[src/hdl/tsbm_pkg.sv]
// shared constants for the temperature sensor and battery monitor block
package tsbm_pkg;

   // ---------------------------------------------------------------
   // register offsets
   // ---------------------------------------------------------------
   localparam logic [7:0] TSBM_ADDR_TEMP_CTRL = 8'h12;
   localparam logic [7:0] TSBM_ADDR_TEMP_OFFS = 8'h13;
   localparam logic [7:0] TSBM_ADDR_BATT_THR = 8'h1A;
   localparam logic [7:0] TSBM_ADDR_BATT_LEVEL = 8'h1B;

   // ---------------------------------------------------------------
   // reset values
   // ---------------------------------------------------------------
   localparam logic [7:0] TSBM_RST_TEMP_CTRL = 8'h20;
   localparam logic [7:0] TSBM_RST_TEMP_OFFS = 8'h00;
   localparam logic [4:0] TSBM_RST_BATT_THR = 5'h14;
   localparam logic [4:0] TSBM_RST_BATT_LEVEL = 5'h00;

   // ---------------------------------------------------------------
   // field positions of the temperature sensor control register, and the battery level width
   // ---------------------------------------------------------------
   localparam int TSBM_RANGE_HI = 7;
   localparam int TSBM_RANGE_LO = 6;
   localparam int TSBM_OFFS_EN_BIT = 5;
   localparam int TSBM_TRIM_EN_BIT = 4;
   localparam int TSBM_TRIM_HI = 3;
   localparam int TSBM_TRIM_LO = 2;
   localparam int TSBM_VBG_HI = 1;
   localparam int TSBM_VBG_LO = 0;
   localparam int TSBM_LEVEL_W = 5;

   // range codes and converter select code of the temperature sensor
   localparam logic [1:0] TSBM_RANGE_C_HALF = 2'h0;
   localparam logic [1:0] TSBM_RANGE_C_WIDE = 2'h1;
   localparam logic [1:0] TSBM_RANGE_C_POS = 2'h2;
   localparam logic [1:0] TSBM_RANGE_F_WIDE = 2'h3;
   localparam logic [2:0] TSBM_SEL_TEMP = 3'h0;

   // ---------------------------------------------------------------
   // timing
   // ---------------------------------------------------------------
   localparam int TSBM_CLK_PERIOD_NS = 40;
   localparam int TSBM_CONV_TIME_NS = 350000;
   localparam int TSBM_WINDOW_TIME_NS = 250000;
   // least time rounds up
   localparam int TSBM_CONV_CYCLES =
      (TSBM_CONV_TIME_NS + TSBM_CLK_PERIOD_NS - 1) / TSBM_CLK_PERIOD_NS;
   // approximate window rounds down
   localparam int TSBM_WINDOW_CYCLES = TSBM_WINDOW_TIME_NS / TSBM_CLK_PERIOD_NS;
   localparam int TSBM_INTERVAL_TICKS = 32768;
   localparam int TSBM_LOW_READINGS = 4;

endpackage

[src/hdl/tsbm_batt_if.sv]
// link between battery sampler timing and the monitor control logic
`timescale 1ns/1ps
interface tsbm_batt_if;
   logic enable;
   logic lf_tick;
   logic meas_on;
   logic sample_stb;

   // timing side
   modport sampler (
      input enable,
      input lf_tick,
      output meas_on,
      output sample_stb
   );

   // control side
   modport ctrl (
      output enable,
      output lf_tick,
      input meas_on,
      input sample_stb
   );
endinterface

[src/hdl/tsbm_batt_sampler.sv]
// periodic battery measurement timing: one window per interval of lf ticks
`timescale 1ns/1ps
module tsbm_batt_sampler #(
   parameter int INTERVAL_TICKS = tsbm_pkg::TSBM_INTERVAL_TICKS,
   parameter int WINDOW_CYCLES = tsbm_pkg::TSBM_WINDOW_CYCLES
) (
   // clock and reset
   input wire logic clk_i,
   input wire logic rst_i,
   // link to the control logic
   tsbm_batt_if.sampler bif
);
   import tsbm_pkg::*;

   localparam int IW = $clog2(INTERVAL_TICKS + 1);
   localparam int WW = $clog2(WINDOW_CYCLES + 1);
   localparam logic [IW-1:0] I_LAST = IW'(INTERVAL_TICKS - 1);
   localparam logic [WW-1:0] W_LAST = WW'(WINDOW_CYCLES - 1);

   logic [IW-1:0] tick_cnt_reg;
   logic [WW-1:0] win_cnt_reg;
   logic meas_on_reg;
   logic sample_stb_reg;

   // ---------------------------------------------------------------
   // interval count in low-frequency ticks, restarted after each window
   // ---------------------------------------------------------------
   always_ff @(posedge clk_i) begin
      if (rst_i || !bif.enable || meas_on_reg) begin
         tick_cnt_reg <= '0;
      end else if (bif.lf_tick) begin
         tick_cnt_reg <= (tick_cnt_reg == I_LAST) ? '0 : tick_cnt_reg + IW'(1);
      end
   end

   // measurement window: circuit and converter powered for a fixed time
   always_ff @(posedge clk_i) begin
      if (rst_i || !bif.enable) begin
         meas_on_reg <= 1'b0;
         win_cnt_reg <= '0;
         sample_stb_reg <= 1'b0;
      end else begin
         sample_stb_reg <= 1'b0;
         if (!meas_on_reg) begin
            if (bif.lf_tick && tick_cnt_reg == I_LAST) begin
               meas_on_reg <= 1'b1;
               win_cnt_reg <= '0;
            end
         end else if (win_cnt_reg == W_LAST) begin
            meas_on_reg <= 1'b0;
            sample_stb_reg <= 1'b1;
         end else begin
            win_cnt_reg <= win_cnt_reg + WW'(1);
         end
      end
   end

   assign bif.meas_on = meas_on_reg;
   assign bif.sample_stb = sample_stb_reg;
endmodule

[src/hdl/tsbm_temp_offset.sv]
// digital offset stage: adds the offset to the raw result and saturates
`timescale 1ns/1ps
module tsbm_temp_offset #(
   parameter int DATA_W = 8
) (
   // clock and reset
   input wire logic clk_i,
   input wire logic rst_i,
   // raw result and offset setting
   input wire logic load_i,
   input wire logic offs_en_i,
   input wire logic [DATA_W-1:0] raw_i,
   input wire logic [DATA_W-1:0] offs_i,
   // corrected result
   output logic [DATA_W-1:0] value_o
);
   import tsbm_pkg::*;

   logic [DATA_W:0] sum;
   logic [DATA_W-1:0] value_reg;

   // one bit wider sum so an overflow is visible
   assign sum = {1'b0, raw_i} + {1'b0, offs_i};

   // ---------------------------------------------------------------
   // result register, loaded at the end of each conversion
   // ---------------------------------------------------------------
   always_ff @(posedge clk_i) begin
      if (rst_i) begin
         value_reg <= '0;
      end else if (load_i) begin
         if (!offs_en_i) begin
            value_reg <= raw_i;
         end else if (sum[DATA_W]) begin
            value_reg <= '1;
         end else begin
            value_reg <= sum[DATA_W-1:0];
         end
      end
   end

   assign value_o = value_reg;
endmodule

[src/hdl/tsbm_top.sv]
// temperature sensor control and battery monitor, register side and timing
`timescale 1ns/1ps
//
// Contract
// - sensor powered when selected or on test bus
// - range field picks temperature scale
// - offset off with range 10: absolute
// - offset enabled adds offset to result
// - trim enable applies trim to sensor
// - monitor works only while enabled
// - battery digitized to five-bit code
// - level register shows latest code, upper zero
// - measure once per second for window
// - keep RC oscillator running in sleep
// - low when code below threshold
// - four consecutive low readings raise interrupt
// - interrupt output only when enable set
// - start bit busy until conversion ends
module tsbm_top #(
   parameter int CONV_CYCLES = tsbm_pkg::TSBM_CONV_CYCLES,
   parameter int WINDOW_CYCLES = tsbm_pkg::TSBM_WINDOW_CYCLES,
   parameter int INTERVAL_TICKS = tsbm_pkg::TSBM_INTERVAL_TICKS
) (
   // clock and reset
   input wire logic clk_i,
   input wire logic rst_i,
   // register port
   input wire logic [7:0] reg_addr_i,
   input wire logic reg_wr_i,
   input wire logic [7:0] reg_wdata_i,
   output logic [7:0] reg_rdata_o,
   // converter control bits held elsewhere
   input wire logic [2:0] conv_sel_i,
   input wire logic testbus_temp_i,
   input wire logic conv_start_i,
   output logic conv_busy_o,
   // analog sensor side
   input wire logic [7:0] byte_converter_i,
   output logic temp_sensor_on_o,
   output logic [1:0] temp_range_o,
   output logic abs_temp_mode_o,
   output logic trim_en_o,
   output logic [1:0] trim_code_o,
   output logic [1:0] vbg_trim_o,
   output logic [7:0] temp_value_o,
   // battery monitor
   input wire logic battery_monitor_en_i,
   input wire logic sleep_i,
   input wire logic lf_clk_i,
   input wire logic [4:0] battery_code_i,
   output logic battery_meas_on_o,
   output logic rc_osc_keep_o,
   // interrupt
   input wire logic battery_irq_en_i,
   input wire logic battery_irq_clr_i,
   output logic battery_irq_pend_o,
   output logic interrupt_out_low_o
);
   import tsbm_pkg::*;

   localparam int CW = $clog2(CONV_CYCLES + 1);
   localparam logic [CW-1:0] CONV_LAST = CW'(CONV_CYCLES - 1);
   localparam logic [1:0] LOW_LAST = 2'(TSBM_LOW_READINGS - 1);

   // ---------------------------------------------------------------
   // registers and state
   // ---------------------------------------------------------------
   logic [7:0] temp_ctrl_reg;
   logic [7:0] temp_offs_reg;
   logic [4:0] batt_thr_reg;
   logic [4:0] batt_level_reg;
   logic [7:0] rdata_reg;
   logic [7:0] rdata_next;
   logic conv_busy_reg;
   logic [CW-1:0] conv_cnt_reg;
   logic conv_end;
   logic sensor_on_reg;
   logic abs_mode_reg;
   logic [1:0] low_cnt_reg;
   logic irq_pend_reg;
   logic irq_low_n_reg;
   logic keep_osc_reg;
   logic lf_meta_reg;
   logic lf_sync_reg;
   logic lf_prev_reg;
   logic lf_tick;
   logic batt_low;
   logic low_event;

   tsbm_batt_if bif ();

   // ---------------------------------------------------------------
   // register writes
   // ---------------------------------------------------------------
   // writable registers; threshold keeps its five valid bits
   always_ff @(posedge clk_i) begin
      if (rst_i) begin
         temp_ctrl_reg <= TSBM_RST_TEMP_CTRL;
         temp_offs_reg <= TSBM_RST_TEMP_OFFS;
         batt_thr_reg <= TSBM_RST_BATT_THR;
      end else if (reg_wr_i) begin
         case (reg_addr_i)
            TSBM_ADDR_TEMP_CTRL: begin
               temp_ctrl_reg <= reg_wdata_i;
            end
            TSBM_ADDR_TEMP_OFFS: begin
               temp_offs_reg <= reg_wdata_i;
            end
            TSBM_ADDR_BATT_THR: begin
               batt_thr_reg <= reg_wdata_i[TSBM_LEVEL_W-1:0];
            end
            default: begin
            end
         endcase
      end
   end

   // ---------------------------------------------------------------
   // register reads
   // ---------------------------------------------------------------
   // read mux; unmapped offsets and reserved bits read zero
   always_comb begin
      rdata_next = 8'h00;
      case (reg_addr_i)
         TSBM_ADDR_TEMP_CTRL: begin
            rdata_next = temp_ctrl_reg;
         end
         TSBM_ADDR_TEMP_OFFS: begin
            rdata_next = temp_offs_reg;
         end
         TSBM_ADDR_BATT_THR: begin
            rdata_next = {3'h0, batt_thr_reg};
         end
         TSBM_ADDR_BATT_LEVEL: begin
            rdata_next = {3'h0, batt_level_reg};
         end
         default: begin
            rdata_next = 8'h00;
         end
      endcase
   end

   // read data registered one cycle after the address
   always_ff @(posedge clk_i) begin
      if (rst_i) begin
         rdata_reg <= 8'h00;
      end else begin
         rdata_reg <= rdata_next;
      end
   end

   // ---------------------------------------------------------------
   // temperature sensor control
   // ---------------------------------------------------------------
   // sensor power and absolute mode decode
   always_ff @(posedge clk_i) begin
      if (rst_i) begin
         sensor_on_reg <= 1'b0;
         abs_mode_reg <= 1'b0;
      end else begin
         sensor_on_reg <= (conv_sel_i == TSBM_SEL_TEMP) || testbus_temp_i;
         abs_mode_reg <= !temp_ctrl_reg[TSBM_OFFS_EN_BIT]
            && (temp_ctrl_reg[TSBM_RANGE_HI:TSBM_RANGE_LO] == TSBM_RANGE_C_POS);
      end
   end

   // conversion timer: busy from start until the fixed time has passed
   always_ff @(posedge clk_i) begin
      if (rst_i) begin
         conv_busy_reg <= 1'b0;
         conv_cnt_reg <= '0;
      end else begin
         if (!conv_busy_reg) begin
            if (conv_start_i) begin
               conv_busy_reg <= 1'b1;
               conv_cnt_reg <= '0;
            end
         end else if (conv_end) begin
            conv_busy_reg <= 1'b0;
         end else begin
            conv_cnt_reg <= conv_cnt_reg + CW'(1);
         end
      end
   end

   // last busy cycle; the result loads on the same edge busy falls
   assign conv_end = conv_busy_reg && (conv_cnt_reg == CONV_LAST);

   // offset adder loads the raw code when the conversion ends
   tsbm_temp_offset #(
      .DATA_W(8)
   ) u_offset (
      .clk_i(clk_i),
      .rst_i(rst_i),
      .load_i(conv_end),
      .offs_en_i(temp_ctrl_reg[TSBM_OFFS_EN_BIT]),
      .raw_i(byte_converter_i),
      .offs_i(temp_offs_reg),
      .value_o(temp_value_o)
   );

   // ---------------------------------------------------------------
   // low-frequency clock synchroniser and tick
   // ---------------------------------------------------------------
   // two flops, then a third for the rising edge
   always_ff @(posedge clk_i) begin
      if (rst_i) begin
         lf_meta_reg <= 1'b0;
         lf_sync_reg <= 1'b0;
         lf_prev_reg <= 1'b0;
      end else begin
         lf_meta_reg <= lf_clk_i;
         lf_sync_reg <= lf_meta_reg;
         lf_prev_reg <= lf_sync_reg;
      end
   end

   assign lf_tick = lf_sync_reg && !lf_prev_reg;

   // ---------------------------------------------------------------
   // battery monitor
   // ---------------------------------------------------------------
   assign bif.enable = battery_monitor_en_i;
   assign bif.lf_tick = lf_tick;

   tsbm_batt_sampler #(
      .INTERVAL_TICKS(INTERVAL_TICKS),
      .WINDOW_CYCLES(WINDOW_CYCLES)
   ) u_sampler (
      .clk_i(clk_i),
      .rst_i(rst_i),
      .bif(bif)
   );

   // oscillator kept alive in sleep while the monitor is on
   always_ff @(posedge clk_i) begin
      if (rst_i) begin
         keep_osc_reg <= 1'b0;
      end else begin
         keep_osc_reg <= battery_monitor_en_i && sleep_i;
      end
   end

   // latest five-bit code captured at the end of each window
   always_ff @(posedge clk_i) begin
      if (rst_i) begin
         batt_level_reg <= TSBM_RST_BATT_LEVEL;
      end else if (bif.sample_stb) begin
         batt_level_reg <= battery_code_i;
      end
   end

   assign batt_low = battery_code_i < batt_thr_reg;
   assign low_event = bif.sample_stb && batt_low && (low_cnt_reg == LOW_LAST);

   // run of consecutive low readings; a good reading restarts it
   always_ff @(posedge clk_i) begin
      if (rst_i || !battery_monitor_en_i) begin
         low_cnt_reg <= 2'h0;
      end else if (bif.sample_stb) begin
         if (!batt_low) begin
            low_cnt_reg <= 2'h0;
         end else if (low_cnt_reg == LOW_LAST) begin
            low_cnt_reg <= 2'h0;
         end else begin
            low_cnt_reg <= low_cnt_reg + 2'h1;
         end
      end
   end

   // ---------------------------------------------------------------
   // interrupt
   // ---------------------------------------------------------------
   // pending flag; a new event wins over a clear in the same cycle
   always_ff @(posedge clk_i) begin
      if (rst_i) begin
         irq_pend_reg <= 1'b0;
      end else if (low_event) begin
         irq_pend_reg <= 1'b1;
      end else if (battery_irq_clr_i) begin
         irq_pend_reg <= 1'b0;
      end
   end

   // active-low pin gated by the enable
   always_ff @(posedge clk_i) begin
      if (rst_i) begin
         irq_low_n_reg <= 1'b1;
      end else begin
         irq_low_n_reg <= !(irq_pend_reg && battery_irq_en_i);
      end
   end

   // ---------------------------------------------------------------
   // outputs
   // ---------------------------------------------------------------
   assign reg_rdata_o = rdata_reg;
   assign conv_busy_o = conv_busy_reg;
   assign temp_sensor_on_o = sensor_on_reg;
   assign temp_range_o = temp_ctrl_reg[TSBM_RANGE_HI:TSBM_RANGE_LO];
   assign abs_temp_mode_o = abs_mode_reg;
   assign trim_en_o = temp_ctrl_reg[TSBM_TRIM_EN_BIT];
   assign trim_code_o = temp_ctrl_reg[TSBM_TRIM_HI:TSBM_TRIM_LO];
   assign vbg_trim_o = temp_ctrl_reg[TSBM_VBG_HI:TSBM_VBG_LO];
   assign battery_meas_on_o = bif.meas_on;
   assign rc_osc_keep_o = keep_osc_reg;
   assign battery_irq_pend_o = irq_pend_reg;
   assign interrupt_out_low_o = irq_low_n_reg;
endmodule
[config.mk]
export PLATFORM = sky130hd
export DESIGN_NAME = tsbm_top
export DESIGN_NICKNAME = d
export VERILOG_FILES = /design/src/hdl/tsbm_pkg.sv /design/src/hdl/tsbm_batt_if.sv /design/src/hdl/tsbm_batt_sampler.sv /design/src/hdl/tsbm_temp_offset.sv /design/src/hdl/tsbm_top.sv
export SDC_FILE = /design/constraint.sdc
export NUM_CORES = 1
export LEC_CHECK = 0
export BUFFER_PORTS_ARGS = -buffer_cell sky130_fd_sc_hd__buf_2
export CAP_MARGIN = 20
export CORE_ASPECT_RATIO = 0.8
export CORE_MARGIN = 5
export CORE_UTILIZATION = 51
export DETAILED_ROUTE_END_ITERATION = 7
export GPL_ROUTABILITY_DRIVEN = 1
export MAX_ROUTING_LAYER = met4
export PLACE_DENSITY = 0.76
export SYNTH_ARGS = -nofsm -noshare
export SYNTH_HDL_FRONTEND = slang
export SYNTH_SLANG_ARGS = --single-unit
export TNS_END_PERCENT = 30
[constraint.sdc]
create_clock -name clk_i -period 2.02 [get_ports clk_i]
set_clock_uncertainty 0.2 [all_clocks]
set_input_delay 0.202 -clock clk_i [delete_from_list [all_inputs] [get_ports clk_i]]
set_output_delay 0.202 -clock clk_i [all_outputs]
set_load 0.05 [all_outputs]
-- Word-level counts from Yosys, hierarchy flattened
Cells that the tools add are included.
- $add $sub $neg: 5
- $lt $le $gt $ge: 1
- eq/ne operators: 11
- mux-type cells: 21
- bitwise logic cells: 1
- reduce and logical (&&, ||, !) cells: 25
- operators by type and width (operator ; number):
    $mux W14 ; 3
    $mux W13 ; 3
    $eq A8 B5 Y1 const B ; 4
    $pmux W8 S4 ; 1
    $add A16 B1 Y16 const B ; 1
    $eq A16 B15 Y1 const B ; 1
    $mux W16 ; 1
    $mux W8 ; 2
    $add A14 B1 Y14 const B ; 1
    $eq A14 B14 Y1 const B ; 1
    $add A13 B1 Y13 const B ; 1
    $eq A13 B13 Y1 const B ; 1
    $reduce_and A2 Y1 ; 5
    $add A8 B8 Y9 ; 1
    $mux W1 ; 9
    $logic_and A1 B1 Y1 ; 8
    $reduce_bool A2 Y1 ; 3
    $lt A5 B5 Y1 ; 1
    $eq A2 B2 Y1 const B ; 2
    $logic_not A1 Y1 ; 4
    $mux W2 ; 2
    $ne A2 B2 Y1 const B ; 2
    $logic_not A3 Y1 ; 1
    $logic_or A1 B1 Y1 ; 3
    3 further kinds ; 3
- register bits after elaboration: 98
- bits of input ports: 42
- output and inout port bits: 30
- logic and storage cells: 85

-- Longest topological paths before layout
- depth after elaboration: 5
- mapped depth: 8
- gate-level depth less buffers: 7

-- Modules after synthesis
From an unflattened synthesis, not the netlist that was laid out.
- cells, all modules: 524
- area, all modules: 4893.4 um2
- by module, submodules not included (module ; times used ; cells each ; area an instance (um2) ; seq. area each (um2)):
    tsbm_top ; 1 ; 268 ; 2601.2 ; 1181.1
    tsbm_batt_sampler ; 1 ; 176 ; 1562.7 ; 620.6
    tsbm_temp_offset ; 1 ; 80 ; 729.4 ; 160.2

-- Worst setup path after synthesis
No wires, ideal clock.
- kind: register to register
- start point: reg temp_offs_reg[0]
- end point: reg u_offset.value_reg[5] (netlist: u_offset.value_o[5])
- library setup time: 0.132 ns
- data arrival time: 1.868 ns
- data required time: 1.688 ns
- path slack: -0.180 ns
- cell stages (with the launch flop): 8
- buffers on the path: 0
- clock period less this slack: 2.200 ns
- cell sequence: dfxtp_1 > ha_1 > fa_1 > a211oi_1 > o21ai_0 > a31o_2 > o221ai_1 > a21oi_1
- cells in the longest elaborated chain, start to end: 3
- ends and longest elaborated chain (element ; RTL line ; source):
    start, declared ; tsbm_top.sv:69 ; logic [7:0] temp_offs_reg;
    start signal, assigned ; tsbm_top.sv:107 ; temp_offs_reg <= reg_wdata_i;
    $add A8 B8 Y9 ; tsbm_temp_offset.sv:23 ; assign sum = {1'b0, raw_i} + {1'b0, offs_i};
    $mux W8 ; tsbm_temp_offset.sv:34 ; end else if (sum[DATA_W]) begin
    $mux W8 ; tsbm_temp_offset.sv:32 ; if (!offs_en_i) begin
    end signal, assigned ; tsbm_temp_offset.sv:33 ; value_reg <= raw_i;
    end signal, assigned ; tsbm_temp_offset.sv:37 ; value_reg <= sum[DATA_W-1:0];
    end, declared ; tsbm_temp_offset.sv:20 ; logic [DATA_W-1:0] value_reg;
Every way passes these cells.
A chain may end at the register's enable or synchronous reset.

-- Worst setup path after layout
- start point: reg temp_offs_reg[0]
- end point: reg u_offset.value_reg[1] (netlist: u_offset.value_o[1])
The elaborated chain is that of the path after synthesis.

==> impl_metrics.toml <==
[run_status]
status = "finished, violations left"
violations = "negative setup slack"

[yosys]
async_flop_share_pct = 0
synth.most_common_cell = "dfxtp_1"
avgSynthCellArea_um2 = 9.13
synth_top_area_share_pct = 42.6
ys_ff_latch = 98
synth_edf_count = 0
synthTopCellsByCount = "98 x dfxtp_1, 83 x nor2_1, 32 x nand2_1"
syn_area_mm2 = 0.00461
yosys_most_used_dff = "dfxtp_1"
synth_nets = 566
netlist_top_cells_area = "dfxtp_1 43%, nor2_1 6.8%, mux2i_1 5.9%, ha_1 4.9%, xor2_1 4.4%"
ys_types = 53
yosysWarningCount = 0
seq_area_frac_synth_pct = 42.6
postSynthCellCount = 505
yosys.area.top_type = "dfxtp_1"

[timing]
timing.hold.ws_ns = 0.00880
slew-limit-headroom_pct = 71.6
final-hold-violation-count = 0
finalSetupViolCount = 11
fmax_mhz = 475
maxSlewViolCount = 0
grt_setup_unrepaired = "yes"
period_needed_ns = 2.11
min_period_over_period_pct = 104
worst_pin_slew_ns = 0.427
worst_slack_ns = -0.0861

[worst_setup_path]
worstPathRequired_ns = 2.04
endpoint_kind = "flop"
crit_arrival_ns = 2.12
crit_chain = "ha_4 -> fa_2 -> a211oi_4 -> o21ai_2 -> a31o_4 -> o221ai_2 -> a21oi_1"
r2r-end = "u_offset.value_o[1]"
start_kind = "flop"
r2r-start = "temp_offs_reg[0]"
cpMaxStageDelayCell = "fa_2"
rrSetupSlack_ns = -0.09
reg2regPathDepth = 7
critPathKind = "flop to flop"
crit_fanout = 6
slowest_delay_ns = 0.37

[power_and_ir_drop]
power.density_mw_per_mm2 = 628
p_leak_nw = 2.45
ir_drop_uv = 600

[global_routing]
grt_usage_pct = 21.4
grt_pass1_vias = 3943
grt_pass1_wl_mm = 18.4
grt_remaining_overflow = 0
grt_max_degree = 17
antenna_found_initial = 0

[layout]
postLayoutCoreUtil_pct = 67.2
drive_above_1_share_pct = 27.2
n_antenna_cell = 0
areaGrowthSynthToFinish_pct = 30.1
largest_register_ff_count = 16
fin_cells = 752
nets = 693

[floorplanning]
core_mm2 = 0.00892
die_y_um = 95.0
dieArea_mm2 = 0.0111
ioPinCount = 72
rows = 31
initial_core_util_pct = 51.7
die_width_um = 116

[clock_network]
clk_pin_slew_worst_paths_ns = 0.07
cts_made_buffers = 9
htreeDepth = 3
worst_skew_pair.late_latency_ns = 0.33
cts_tree = "yes"
clock-sinks = 98
clockBufferDepth = 2
clock-root-buffer = "clkbuf_16"

[routing]
drt_pass1_iterations = 5
drt_iter0_drc = 228
totalWireLength_mm = 11.4
wire_per_inst_um = 15.1
routed_via_density = 5.48
antenna_left = 0
vias = 4122
drcViolationCount = 0

[min_path]
hold_end = "u_offset.value_o[5]"
hold_start = "byte_converter_i[5]"
hold_class = "input pin to flop"
holdPathStages = 3

[job]
cap_violations = 0

[placed_design]
io_buffer_count = 71
dp_cells = 716
gp_congestion = 0.860
dp_hpwl_mm = 8.12
[power by group]
| group | internal [mW] | switching (mW) | total (mW) |
|---|---|---|---|
| clock network | 0.867 | 0.708 | 1.57 |
| registers | 1.94 | 0.00588 | 1.95 |
| logic | 0.110 | 0.135 | 0.245 |
[layer usage]
metal | GRT usage, % | wire length (um) | vias up
met1 | 28.0 | 5280 | 1954
li1 | - | - | 2039
met5 | - | 0 | -
met4 | 5.41 | 125 | 0
met3 | 4.25 | 657 | 12
met2 | 34.2 | 5320 | 117
[kinds of logic (layout without fill, tap and decap cells)]
| kind of cell | count (synthesis) | after routing | share of synthesized area (%) |
|---|---|---|---|
| AO/OA/AOI/OAI | 66 | 66 | 9.99 |
| adder cells (fa/ha/maj) | 19 | 19 | 5.32 |
| flip-flops | 98 | 98 | 42.6 |
| multiplexers | 33 | 33 | 8.55 |
| buffers and inverters | 31 | 163 | 2.61 |
| AND/OR/NAND/NOR | 224 | 224 | 24.5 |
| XOR/XNOR | 34 | 34 | 6.46 |
[critical path, delay by kind of cell (launching register included)]
kind	cells	cell delay, ns
fa+ha+maj	2	0.54
compound gates	5	0.93
flops	1	0.33
[area by class of cell]
class / instances / area (um2)
Sequential cell: 98 / 1970
Multi-Input combinational cell: 376 / 2680
Clock buffer: 12 / 246
Tap cell: 115 / 144
Timing Repair Buffer: 134 / 882
Inverter: 13 / 48.8
Clock inverter: 4 / 27.5
Fill cell: 733 / 2920
[metrics by stage]
stage | TNS [ns] | total power [mW] | instance area [um2] | worst slack (ns)
floorplan | -0.957 | 2.10 | 4630 | -0.101
global placement | -1.63 | 2.19 | 5390 | -0.128
detailed placement | -2.80 | 2.19 | 5390 | -0.200
CTS | -0.340 | 3.79 | 5940 | -0.0976
global route | -1.72 | 3.91 | 6000 | -0.165
finish | -0.621 | 3.77 | 6000 | -0.0861
[repair_timing]
action	CTS	global route
cloned	0	0
hold buffers	20	0
pin swaps	8	7
hold endpoints to repair	30	0
setup buffers	0	0
gates resized for setup	14	16
endpoints found under the setup margin	24	22
[worst max-delay path by stage]
| stage | depth (start not counted) | startpoint | endpoint |
|---|---|---|---|
| 2_1_floorplan | 5 | conv_cnt_reg[11] | conv_cnt_reg[2] |
| 3_3_place_gp | 5 | u_sampler.win_cnt_reg[4] | u_sampler.win_cnt_reg[10] |
| 3_5_place_dp | 5 | u_sampler.win_cnt_reg[4] | u_sampler.win_cnt_reg[7] |
| 4_1_cts | 4 | conv_cnt_reg[7] | conv_cnt_reg[2] |
| 5_1_grt | 7 | temp_offs_reg[0] | u_offset.value_o[4] |
| 6_report | 7 | temp_offs_reg[0] | u_offset.value_o[1] |
[placed cells by master (no fill, tap or decap), types with 17 or more instances in the layout]
cell type,count
nand2_1,30
buf_4,42
ha_1,17
mux2i_1,27
dfxtp_1,92
buf_2,71
dlygate4sd3_1,20
nor2_1,83
xor2_1,23
a21oi_1,20
nor2b_1,17
Power figures use the tool's default switching activity.
